File: config.mk
export PLATFORM = sky130hd
export DESIGN_NAME = lcf_sequencer
export DESIGN_NICKNAME = d
export VERILOG_FILES = /design/src/lcf_pkg.sv /design/src/lcf_sequencer.sv
export SDC_FILE = /design/constraint.sdc
export NUM_CORES = 1
export LEC_CHECK = 0
export BUFFER_PORTS_ARGS = -buffer_cell sky130_fd_sc_hd__buf_2
export CORE_MARGIN = 5
export CORE_UTILIZATION = 51
export CTS_CLUSTER_DIAMETER = 60
export CTS_CLUSTER_SIZE = 20
export DETAILED_ROUTE_END_ITERATION = 8
export GPL_TIMING_DRIVEN = 0
export PLACE_DENSITY = 0.67
export SYNTH_ARGS = -nofsm -noshare
export SYNTH_HDL_FRONTEND = slang
export SYNTH_SLANG_ARGS = --single-unit
File: constraint.sdc
create_clock -name sys_clk_in -period 7 [get_ports sys_clk_in]
set_clock_uncertainty 0.15 [all_clocks]
set_input_delay 0 -clock sys_clk_in [delete_from_list [all_inputs] [get_ports sys_clk_in]]
set_output_delay 0 -clock sys_clk_in [all_outputs]
set_load 0.05 [all_outputs]
File: src/lcf_pkg.sv
// lcf_pkg: constants and types for the two-channel lamp sequencer
// assumes one clock, comparator results arrive as asynchronous levels
package lcf_pkg;

    // strike and lamp-out windows, counted in lamp oscillator cycles
    localparam int unsigned STRIKE_CYCLES   = 65536;
    localparam int unsigned LAMPOUT_CYCLES  = 65536;
    localparam int          CNT_W           = 17;
    localparam int          DUTY_W          = 6;
    // half lamp period in ticks; strike half period is 3/4 of it (33% boost)
    localparam logic [7:0]  PERIOD_RUN      = 8'h10;
    localparam logic [7:0]  PERIOD_STRIKE   = 8'h0C;
    localparam logic [5:0]  DUTY_RESET      = 6'h00;
    localparam logic [5:0]  DUTY_MAX        = 6'h07;
    localparam logic [16:0] CNT_RESET       = 17'h00000;

    typedef enum logic [1:0] {
        LCF_IDLE,
        LCF_STRIKE,
        LCF_RUN,
        LCF_FAULT
    } lcf_state_t;

    // synchronised comparator results of one channel
    typedef struct packed {
        logic current;
        logic lamp_out;
        logic overcurrent;
        logic overvoltage;
    } lcf_sense_t;

    typedef struct packed {
        logic gate_a;
        logic gate_b;
    } lcf_gate_t;

    typedef struct packed {
        lcf_state_t  state;
        logic [16:0] cnt;
        logic [5:0]  duty;
        logic [7:0]  phase;
        logic        half;
        lcf_gate_t   gate;
    } lcf_chan_t;

    typedef struct packed {
        logic [2:0] supply_ok;
        logic [2:0] dim;
        logic [2:0][3:0] sense1;
        logic [2:0][3:0] sense2;
    } lcf_sync_t;

endpackage

File: src/lcf_sequencer.sv
// lcf_sequencer: per-channel strike, run and fault sequencing with push-pull gates
// assumes sys_clk_in is the lamp oscillator; device undervoltage drives reset_n_in
`timescale 1ns/1ns
`default_nettype none

module lcf_sequencer #(
    parameter int unsigned STRIKE_LIMIT  = lcf_pkg::STRIKE_CYCLES,
    parameter int unsigned LAMPOUT_LIMIT = lcf_pkg::LAMPOUT_CYCLES
) (
    input  wire logic sys_clk_in,
    input  wire logic reset_n_in,
    input  wire logic clk_en_in,
    input  wire logic inverter_supply_sense_in,
    input  wire logic burst_dimming_pwm_in,
    input  wire logic lamp_current_sense_ch1_in,
    input  wire logic lamp_out_sense_ch1_in,
    input  wire logic overcurrent_sense_ch1_in,
    input  wire logic overvoltage_sense_ch1_in,
    input  wire logic lamp_current_sense_ch2_in,
    input  wire logic lamp_out_sense_ch2_in,
    input  wire logic overcurrent_sense_ch2_in,
    input  wire logic overvoltage_sense_ch2_in,
    output logic      gate_drive_a_ch1_out,
    output logic      gate_drive_b_ch1_out,
    output logic      gate_drive_a_ch2_out,
    output logic      gate_drive_b_ch2_out,
    output logic      fault_ch1_out,
    output logic      fault_ch2_out
);

    typedef struct packed {
        lcf_pkg::lcf_sync_t      sync;
        lcf_pkg::lcf_chan_t [1:0] ch;
    } lcf_all_t;

    lcf_all_t state_r;
    lcf_all_t state_nxt;

    // window ends at the counter width; cut on purpose, 65536 still fits 17 bits
    localparam logic [16:0] STRIKE_TOP  = 17'(STRIKE_LIMIT);
    localparam logic [16:0] STRIKE_END  = 17'(STRIKE_LIMIT - 1);
    localparam logic [16:0] LAMPOUT_END = 17'(LAMPOUT_LIMIT - 1);

    always_comb
    begin
        logic                supply_ok;
        logic                dim_on;
        lcf_pkg::lcf_sense_t sn;
        lcf_pkg::lcf_chan_t  c;
        logic [7:0]          period;
        logic [3:0]          raw;
        state_nxt = state_r;
        supply_ok = 1'b0;
        dim_on    = 1'b0;
        sn        = '0;
        c         = '0;
        period    = lcf_pkg::PERIOD_RUN;
        raw       = '0;
        state_nxt.sync.supply_ok = {state_r.sync.supply_ok[1:0], inverter_supply_sense_in};
        state_nxt.sync.dim       = {state_r.sync.dim[1:0], burst_dimming_pwm_in};
        for (int k = 0; k < 3; k++)
        begin
            if (k == 0)
            begin
                state_nxt.sync.sense1[0] = {lamp_current_sense_ch1_in, lamp_out_sense_ch1_in,
                                            overcurrent_sense_ch1_in, overvoltage_sense_ch1_in};
                state_nxt.sync.sense2[0] = {lamp_current_sense_ch2_in, lamp_out_sense_ch2_in,
                                            overcurrent_sense_ch2_in, overvoltage_sense_ch2_in};
            end
            else
            begin
                state_nxt.sync.sense1[k] = state_r.sync.sense1[k-1];
                state_nxt.sync.sense2[k] = state_r.sync.sense2[k-1];
            end
        end
        // stages disagree only in a change; then hold off, which is the safe side
        supply_ok = state_r.sync.supply_ok[1] & state_r.sync.supply_ok[2];
        dim_on    = state_r.sync.dim[1] & state_r.sync.dim[2];
        for (int i = 0; i < 2; i++)
        begin
            for (int b = 0; b < 4; b++)
            begin
                if (i == 0)
                    raw[b] = (state_r.sync.sense1[1][b] == state_r.sync.sense1[2][b])
                           & state_r.sync.sense1[2][b];
                else
                    raw[b] = (state_r.sync.sense2[1][b] == state_r.sync.sense2[2][b])
                           & state_r.sync.sense2[2][b];
            end
            sn = raw;
            c  = state_r.ch[i];
            period = (c.state == lcf_pkg::LCF_STRIKE) ? lcf_pkg::PERIOD_STRIKE
                                                      : lcf_pkg::PERIOD_RUN;
            c.gate = '0;
            if (c.phase >= period - 8'h01)
            begin
                c.phase = 8'h00;
                c.half  = ~c.half;
            end
            else
                c.phase = c.phase + 8'h01;
            case (c.state)
                lcf_pkg::LCF_IDLE:
                begin
                    c.cnt  = lcf_pkg::CNT_RESET;
                    c.duty = lcf_pkg::DUTY_RESET;
                    if (supply_ok)
                        c.state = lcf_pkg::LCF_STRIKE;
                end
                lcf_pkg::LCF_STRIKE:
                begin
                    if (sn.overvoltage || sn.overcurrent)
                        c.state = lcf_pkg::LCF_FAULT;
                    else if (sn.current)
                    begin
                        c.state = lcf_pkg::LCF_RUN;
                        c.cnt   = lcf_pkg::CNT_RESET;
                    end
                    // strike timeout; count tested before the step, so the full window runs
                    else if (c.cnt >= STRIKE_END)
                        c.state = lcf_pkg::LCF_FAULT;
                    else
                    begin
                        c.cnt = c.cnt + 17'h00001;
                        if (c.phase == 8'h00 && c.duty < lcf_pkg::DUTY_MAX)
                            c.duty = c.duty + 6'h01;
                    end
                end
                lcf_pkg::LCF_RUN:
                begin
                    if (sn.overcurrent)
                        c.state = lcf_pkg::LCF_FAULT;
                    else if (!sn.lamp_out)
                        c.cnt = lcf_pkg::CNT_RESET;
                    else if (c.cnt >= LAMPOUT_END)
                        c.state = lcf_pkg::LCF_FAULT;
                    else
                        c.cnt = c.cnt + 17'h00001;
                    if (c.phase == 8'h00)
                    begin
                        if ((sn.current || sn.overvoltage) && c.duty != 6'h00)
                            c.duty = c.duty - 6'h01;
                        else if (!sn.current && c.duty < lcf_pkg::DUTY_MAX)
                            c.duty = c.duty + 6'h01;
                    end
                end
                lcf_pkg::LCF_FAULT:
                    c.cnt = lcf_pkg::CNT_RESET;
                default:
                    c.state = lcf_pkg::LCF_IDLE;
            endcase
            // supply loss clears to idle; per channel
            if (!supply_ok)
                c.state = lcf_pkg::LCF_IDLE;
            if ((c.state == lcf_pkg::LCF_STRIKE || c.state == lcf_pkg::LCF_RUN)
                && supply_ok && dim_on && c.phase < {c.duty, 2'b00} + 8'h01)
            begin
                c.gate.gate_a = ~c.half;
                c.gate.gate_b = c.half;
            end
            state_nxt.ch[i] = c;
        end
    end

    always_ff @(posedge sys_clk_in or negedge reset_n_in)
    begin
        if (!reset_n_in)
            state_r <= '0;
        else if (clk_en_in)
            state_r <= state_nxt;
    end

    assign gate_drive_a_ch1_out = state_r.ch[0].gate.gate_a;
    assign gate_drive_b_ch1_out = state_r.ch[0].gate.gate_b;
    assign gate_drive_a_ch2_out = state_r.ch[1].gate.gate_a;
    assign gate_drive_b_ch2_out = state_r.ch[1].gate.gate_b;
    assign fault_ch1_out        = (state_r.ch[0].state == lcf_pkg::LCF_FAULT);
    assign fault_ch2_out        = (state_r.ch[1].state == lcf_pkg::LCF_FAULT);

    gates_exclusive_a: assert property (@(posedge sys_clk_in) disable iff (!reset_n_in)
        !(gate_drive_a_ch1_out && gate_drive_b_ch1_out)) else $error("ch1 gates overlap");
    fault_gates_off_a: assert property (@(posedge sys_clk_in) disable iff (!reset_n_in)
        fault_ch1_out |-> !gate_drive_a_ch1_out && !gate_drive_b_ch1_out)
        else $error("gate on in fault");
    fault_latched_a: assert property (@(posedge sys_clk_in) disable iff (!reset_n_in)
        fault_ch2_out && clk_en_in && state_r.sync.supply_ok[1] && state_r.sync.supply_ok[2]
        |=> fault_ch2_out) else $error("fault released without supply loss");
    dim_gates_off_a: assert property (@(posedge sys_clk_in) disable iff (!reset_n_in)
        clk_en_in && !state_r.sync.dim[2] |=> !gate_drive_a_ch2_out && !gate_drive_b_ch2_out)
        else $error("gate on in dim low");
    duty_bounded_a: assert property (@(posedge sys_clk_in) disable iff (!reset_n_in)
        state_r.ch[0].duty <= lcf_pkg::DUTY_MAX) else $error("duty above limit");
    supply_gates_off_a: assert property (@(posedge sys_clk_in) disable iff (!reset_n_in)
        clk_en_in && !state_r.sync.supply_ok[2] |=> !gate_drive_a_ch1_out
        && !gate_drive_b_ch1_out) else $error("gate on without supply");
    strike_count_a: assert property (@(posedge sys_clk_in) disable iff (!reset_n_in)
        state_r.ch[0].state == lcf_pkg::LCF_STRIKE |-> state_r.ch[0].cnt < STRIKE_TOP)
        else $error("strike over limit");
    // ch2 keeps running when ch1 faults and its own senses are quiet
    chan_indep_a: assert property (@(posedge sys_clk_in) disable iff (!reset_n_in)
        clk_en_in && $rose(fault_ch1_out) && state_r.ch[1].state == lcf_pkg::LCF_RUN
        && state_r.sync.supply_ok[1] && state_r.sync.supply_ok[2]
        && !state_r.sync.sense2[2][1] && !state_r.sync.sense2[2][2]
        |=> state_r.ch[1].state == lcf_pkg::LCF_RUN) else $error("fault spread");

    strike_c: cover property (@(posedge sys_clk_in) state_r.ch[0].state == lcf_pkg::LCF_RUN);
    fault_c:  cover property (@(posedge sys_clk_in) fault_ch1_out);
    drive_c:  cover property (@(posedge sys_clk_in) gate_drive_b_ch2_out);

endmodule
`default_nettype wire

# After elaboration in Yosys (flattened, before gate mapping)
# Cells that the tools add are included.
# Widths: inputs -> output; s select.
[word_totals]
inputBits = 13
output_inout_bits = 6
register_bits = 102
[op_classes]
n_lt_le_gt_ge = 8
n_eq_ne = 26
n_bitwise = 14
add_sub_neg = 12
n_reduce_logical = 30
muxes = 46
[ops]
columns = ["operator", "n"]
rows = [
  ["$mux 17", 6],
  ["$pmux 17 s3", 2],
  ["$mux 23", 4],
  ["$mux 6", 10],
  ["$mux 19", 2],
  ["$pmux 6 s3", 2],
  ["$add 17x1->17 const B", 2],
  ["$ge 17x16->1 const B", 2],
  ["$add 8x1->8 const B", 4],
  ["$mux 2", 12],
  ["$ge 8x8->1", 2],
  ["$logic_not 8->1", 2],
  ["$lt 8x8->1", 2],
  ["$mux 8", 2],
  ["$add 6x1->6 const B", 2],
  ["$eq 2x2->1 const B", 6],
  ["$logic_and 1x1->1", 12],
  ["$lt 6x3->1 const B", 2],
  ["$ne 3x3->1 const B", 4],
  ["$pmux 2 s3", 2],
  ["$reduce_bool 6->1", 2],
  ["$sub 5x1->6 const B", 2],
  ["$sub 6x1->6 const B", 2],
  ["$and 1x1->1", 10],
  ["11 further kinds", 38],
]

# Longest topological paths before layout
[depth]
ltp_word = 19
depth_mapped = 18

# Worst setup path after synthesis
# Ideal clock, no wire load.
[synth_timing]
path_kind = "reg-to-reg"
from = "register state_r[17] (netlist name)"
to = "register state_r, in the netlist gate_drive_a_ch1_out"
path_buffers = 1
setup_time_ns = 0.078
arrival_ns = 3.509
stages_incl_launch_ff = 19
path_slack_ns = 3.263
cell_sequence = "dfrtp_1 > ha_1 > and3_1 > and2_1 > nand3_1 > nor2_1 > ha_1 > a211o_1 > nor2_1 > o21ai_0 > or4_1 > buf_2 > o41ai_4 > o21ai_0 > ha_1 > o2111ai_1 > a21o_1 > o211ai_1 > o2bb2ai_1"
[synth_via]
elab_chain_len = 12
elab_cells_between_ends = 21
cone_classes = "1 x add/sub; 2 x order compare; 2 x eq/ne; 12 x mux; 4 x reduce/logical"
[synth_lines]
columns = ["element", "line", "rtl"]
rows = [
  ["from (decl)", "lcf_sequencer.sv:36", "lcf_all_t state_r;"],
  ["from (signal assigned)", "lcf_sequencer.sv:170", "state_r <= state_nxt;"],
  ["$ge 17x16->1 (*)", "lcf_sequencer.sv:120, lcf_sequencer.sv:135", ""],
  ["branches (longest 9 deep; another with $add 8x1->8)", "-", ""],
  ["$logic_and 1x1->1 (*)", "lcf_sequencer.sv:156", "&& supply_ok && dim_on && c.phase < {c.duty, 2'b00} + 8'h01)"],
  ["$mux 2 (*)", "lcf_sequencer.sv:155", "if ((c.state == lcf_pkg::LCF_STRIKE || c.state == lcf_pkg::LCF_RUN)"],
]
# Every way passes the cells marked *. The select of a mux whose other input is x is not followed.
# A chain may end at the register's enable or synchronous reset.

# Final worst setup path
[layout_timing]
from = "register state_r[17] (netlist name)"
to = "register state_r, in the netlist gate_drive_b_ch1_out"
# Same word-level chain as after synthesis.

==> results.txt <==
- Share of the yosys chip area belonging to registers: 0.409
- At the end of the flow the core is filled with cells to 0.581.
- Of all nets on the critical path, the largest fanout is 6.
- In the global route stage, met1 resource usage came out at 0.281.
* Width of the chip: 121 microns
* Vias/cell: approximately 6.2
- Of the total power, registers draw 0.367.
- Nature of the critical path startpoint: register
- Site Rows: 40
* Half-perimeter wire length after placement: 10.8 mm
- The global routing stage identified its most utilized layer as met2.
- The number of slew-limit violations in the final report is 0.
* Overall via count from detail_route: 5,416
* Nets: 757
* Die height: between 100 and 150 microns
- IR analysis of the VDD net gives a maximum drop of 139 uV.
* Primary FF master, synth: dfrtp_1
- First element of the critical path: state_r[17]$_DFFE_PN0P_
- Combinational share of power: 0.380
* Clock latency reported for the late side of the worst-skew pair: 360 ps
* All-layer global routing usage: 0.210
- After global routing the overflow that remains totals 0.
- Total CTS buffers: 9
- GRT met3 Usage: 0.0500
- Clock network power share: 0.253
* Number of iterations in the first detailed-routing pass: 6
- The initial utilization of the core area, before any placement, comes to 0.520.
* Relative slew slack: 0.536
* Routability Congestion: between 0.9 and 1
* Time the worst path needs with I/O delays and setup: about 4200 ps
- The flow ran to the end, and the final reports show no timing, DRC or antenna violations.
- Switching fraction of total power: 0.381
- Buffer cell driving the clock tree root: clkbuf_16
* Critical Path End Type: register
- The endpoint identified for the worst register-to-register timing path is gate_drive_b_ch1_out$_DFFE_PN0P_.
* Initial antenna violation count: 0
- Worst EP required: between 7000 and 8000 ps
- Number of hold buffers added after CTS: 11
- Synthesis handed over a netlist of a little under 700 instances.
* Number of H-tree branching levels: 3
- Setup violations remaining at the end of the flow were counted as 0.
- Input and output buffers added on the ports amount to 18.
- Reg-to-Reg Start: state_r[17]$_DFFE_PN0P_
- Synthesis-to-layout area growth: 11.8%
- STA puts the critical path data arrival time at 4370 ps.
- In the finished design, the share of the clock period the worst path needs comes to 0.606.
- In this run the worst hold path is classified as in2async.
* Number of instances resized during post-cts repair: 0
- Cell Int Power: 1.27 mW
- WS Path Type: reg2reg
- The critical path ends at gate_drive_b_ch1_out$_DFFE_PN0P_.
* Highest Clock Rate: 236 MHz
* Count of cell types in the netlist: 66
- During I/O placement, the number of pins put on the boundary was 19.
* Die Area: 14,500 sq um
- Post-synth EDFFs: 0
* Max Cap Viol: 0
- Post-DR wirelength/cell: 17.1 microns
- For this run, design rule violations remaining after detail routing come to 0.
- In this run, synthesis produced a sequential element count of 102.
- Global-route wire length before repair: 25.0 mm
- Number of sinks handled by clock tree synthesis: between 100 and 150
* Met2 Resource Use GR: 0.342
- Longest Clk Path Bufs: 2
* P per Cell Area: between 200 and 300 nW/um^2
- The core region is 12,000 sq um.
- DRT antenna net count: 0
- Setup repair after global routing left no endpoint under its margin.
- Leakage power: 2.96 nW
- Worst hold slack: 11.2 ps
- Number of global-route vias before repair: 5,096
- Setup slack on the worst reg-to-reg path comes out at 2760 ps.
* Fin Setup TNS: 0 ps
* Detailed Route WL: 14.9 mm
- Measured in cells, the most critical reg-to-reg path has a length of 18.
* Maximum number of pins on one net before global-route repair: 64
- Layout cells sized above 1: 0.110
- CTS tree: done
* Final Hold Violating Endpoints: 0
* Total of warnings raised by yosys: 0
* Switch Pwr: 0.783 mW
- At the pin with the least slew margin, the transition time is about 700 ps.
- Synthesized cell area: 6240 sq um
- Clock transition at path regs: around 70 ps
* Drt first-iter violations: 486
- After clock tree synthesis, the setup repair step added 0 buffers.
- Diodes inserted: 0
- After synthesis, the mean cell area works out to 9.26 sq um.
- Fraction of registers with async set/reset: 1.00
[layout by cell type, fill, tap and decap left out, types with 5 or more instances in the layout]
cell type and n:
and2_1 6, a22o_1 8, nand2_1 60, a21o_1 7, buf_2 18, or3_1 7
a211oi_1 8, mux2_2 36, clkbuf_1 32, o21ai_0 50, a211o_1 5, xnor2_1 9
conb_1 6, nor2b_1 9, o211ai_1 10, nand3_1 32, a21oi_1 32, inv_1 23
ha_1 24, nor3_1 17, nand2b_1 11, nand4_1 10, o2bb2ai_1 7, mux2i_1 5
o31ai_1 18, nor2_1 42, nor4_1 8, dlygate4sd3_1 11, a21boi_0 11, dfrtp_1 102
and3_1 7, clkbuf_16 9
[sequential cells by signal, indices dropped and copies added, names as in the netlist]
signal                flops
gate_drive_a_ch1_out      1
state_nxt                20
gate_drive_a_ch2_out      1
gate_drive_b_ch2_out      1
gate_drive_b_ch1_out      1
state_r                  78
[stage by stage]
stage                     cell area [sq um]  setup slack [ps]  std cells  power [mW]
after floorplan                        6260              3260        679        1.33
after global placement                 6530              2840        844        1.50
after detailed placement               6560              2790        845        1.52
after CTS                              6980              2770        872        2.05
after global routing                   6980              2430        872        2.19
final                                  6980              2760        872        2.05
[layout make-up]
type                    count  area, sq um
flip-flops and latches    102         2550
inverters                  23         86.3
fillers                  1075         5030
plain buffers              35          141
repair buffers             30          230
multi-input cells         519         3480
clock buffers               9          225
clock inverters             7         80.1
well taps                 147          184
[worst min-delay path by stage]
stage               depth (start not counted)                               end                 startpoint
floorplan                                   0  gate_drive_a_ch1_out$_DFFE_PN0P_                 reset_n_in
global placement                            2         state_nxt[79]$_DFFE_PN0P_  lamp_current_sense_ch2_in
detailed placement                          1           state_r[14]$_DFFE_PN0P_                 reset_n_in
CTS                                         2           state_r[14]$_DFFE_PN0P_                 reset_n_in
global route                                2         state_nxt[95]$_DFFE_PN0P_                 reset_n_in
finish                                      2           state_r[14]$_DFFE_PN0P_                 reset_n_in
[power by group through the flow]
stage	logic (mW)	clock network [mW]	registers, mW
detailed placement	0.762	0	0.761
global placement	0.743	0	0.757
floorplan	0.594	0	0.741
global route	0.869	0.557	0.765
CTS	0.771	0.532	0.751
finish	0.781	0.519	0.752
[worst max-delay path, stage by stage, from the launching register on]
cell	delay, ps
dfrtp_1	420
ha_1	250
and3_1	200
and2_1	190
nand3_1	130
nor2_1	70
ha_1	190
a211o_1	250
nor2_1	120
o21ai_0	250
or4_1	580
buf_2	190
o41ai_4	250
o21ai_0	150
ha_1	290
o2111ai_1	100
a21o_1	100
o211ai_1	120
o2bb2ai_1	160
[cell usage after synthesis (4+ instances only)]
cell,n,area share
and2_1,6,0.0060
nand4_1,10,0.010
o22a_1,4,0.0056
xor2_1,4,0.0056
and3_1,7,0.0070
a21o_1,7,0.0084
o31ai_1,18,0.022
a2bb2oi_1,4,0.0056
clkbuf_1,32,0.019
a22oi_1,4,0.0048
a22o_1,8,0.011
a211oi_1,8,0.0096
nor2b_1,9,0.0090
a221oi_1,4,0.0056
and4_1,4,0.0056
ha_1,24,0.048
or3_1,7,0.0070
nor3_1,17,0.014
nor4_1,8,0.0080
nand2_1,60,0.036
nor2_1,42,0.025
o21ai_0,50,0.040
inv_1,23,0.014
mux2i_1,5,0.0080
mux2_2,36,0.065
a21boi_0,11,0.013
dfrtp_1,102,0.41
a21oi_1,32,0.026
o21a_1,4,0.0048
xnor2_1,9,0.013
o2bb2ai_1,7,0.0098
o2111ai_1,4,0.0056
o211ai_1,10,0.012
nand2b_1,11,0.011
nand3_1,32,0.026
a211o_1,5,0.0070
[layer usage]
layer  up-vias  wire length [microns]
li1       2609                      -
met1      2635                   6890
met2       148                   7120
met3        24                    700
met4         0                    238
met5         -                      0
[logic make-up (layout without fill, tap and decap cells)]
family	Yosys count	after routing	synth area share
AOI/OAI and AO/OA	209	209	0.233
xor gates and xnor gates	13	13	0.0182
adders and majority gates	24	24	0.0481
buffers and inverters	58	104	0.0365
DFF	102	102	0.409
muxes	42	42	0.0748
other	1	6	0.000601
and+or+nand+nor	225	225	0.180
(Power assumes the default switching activity.)
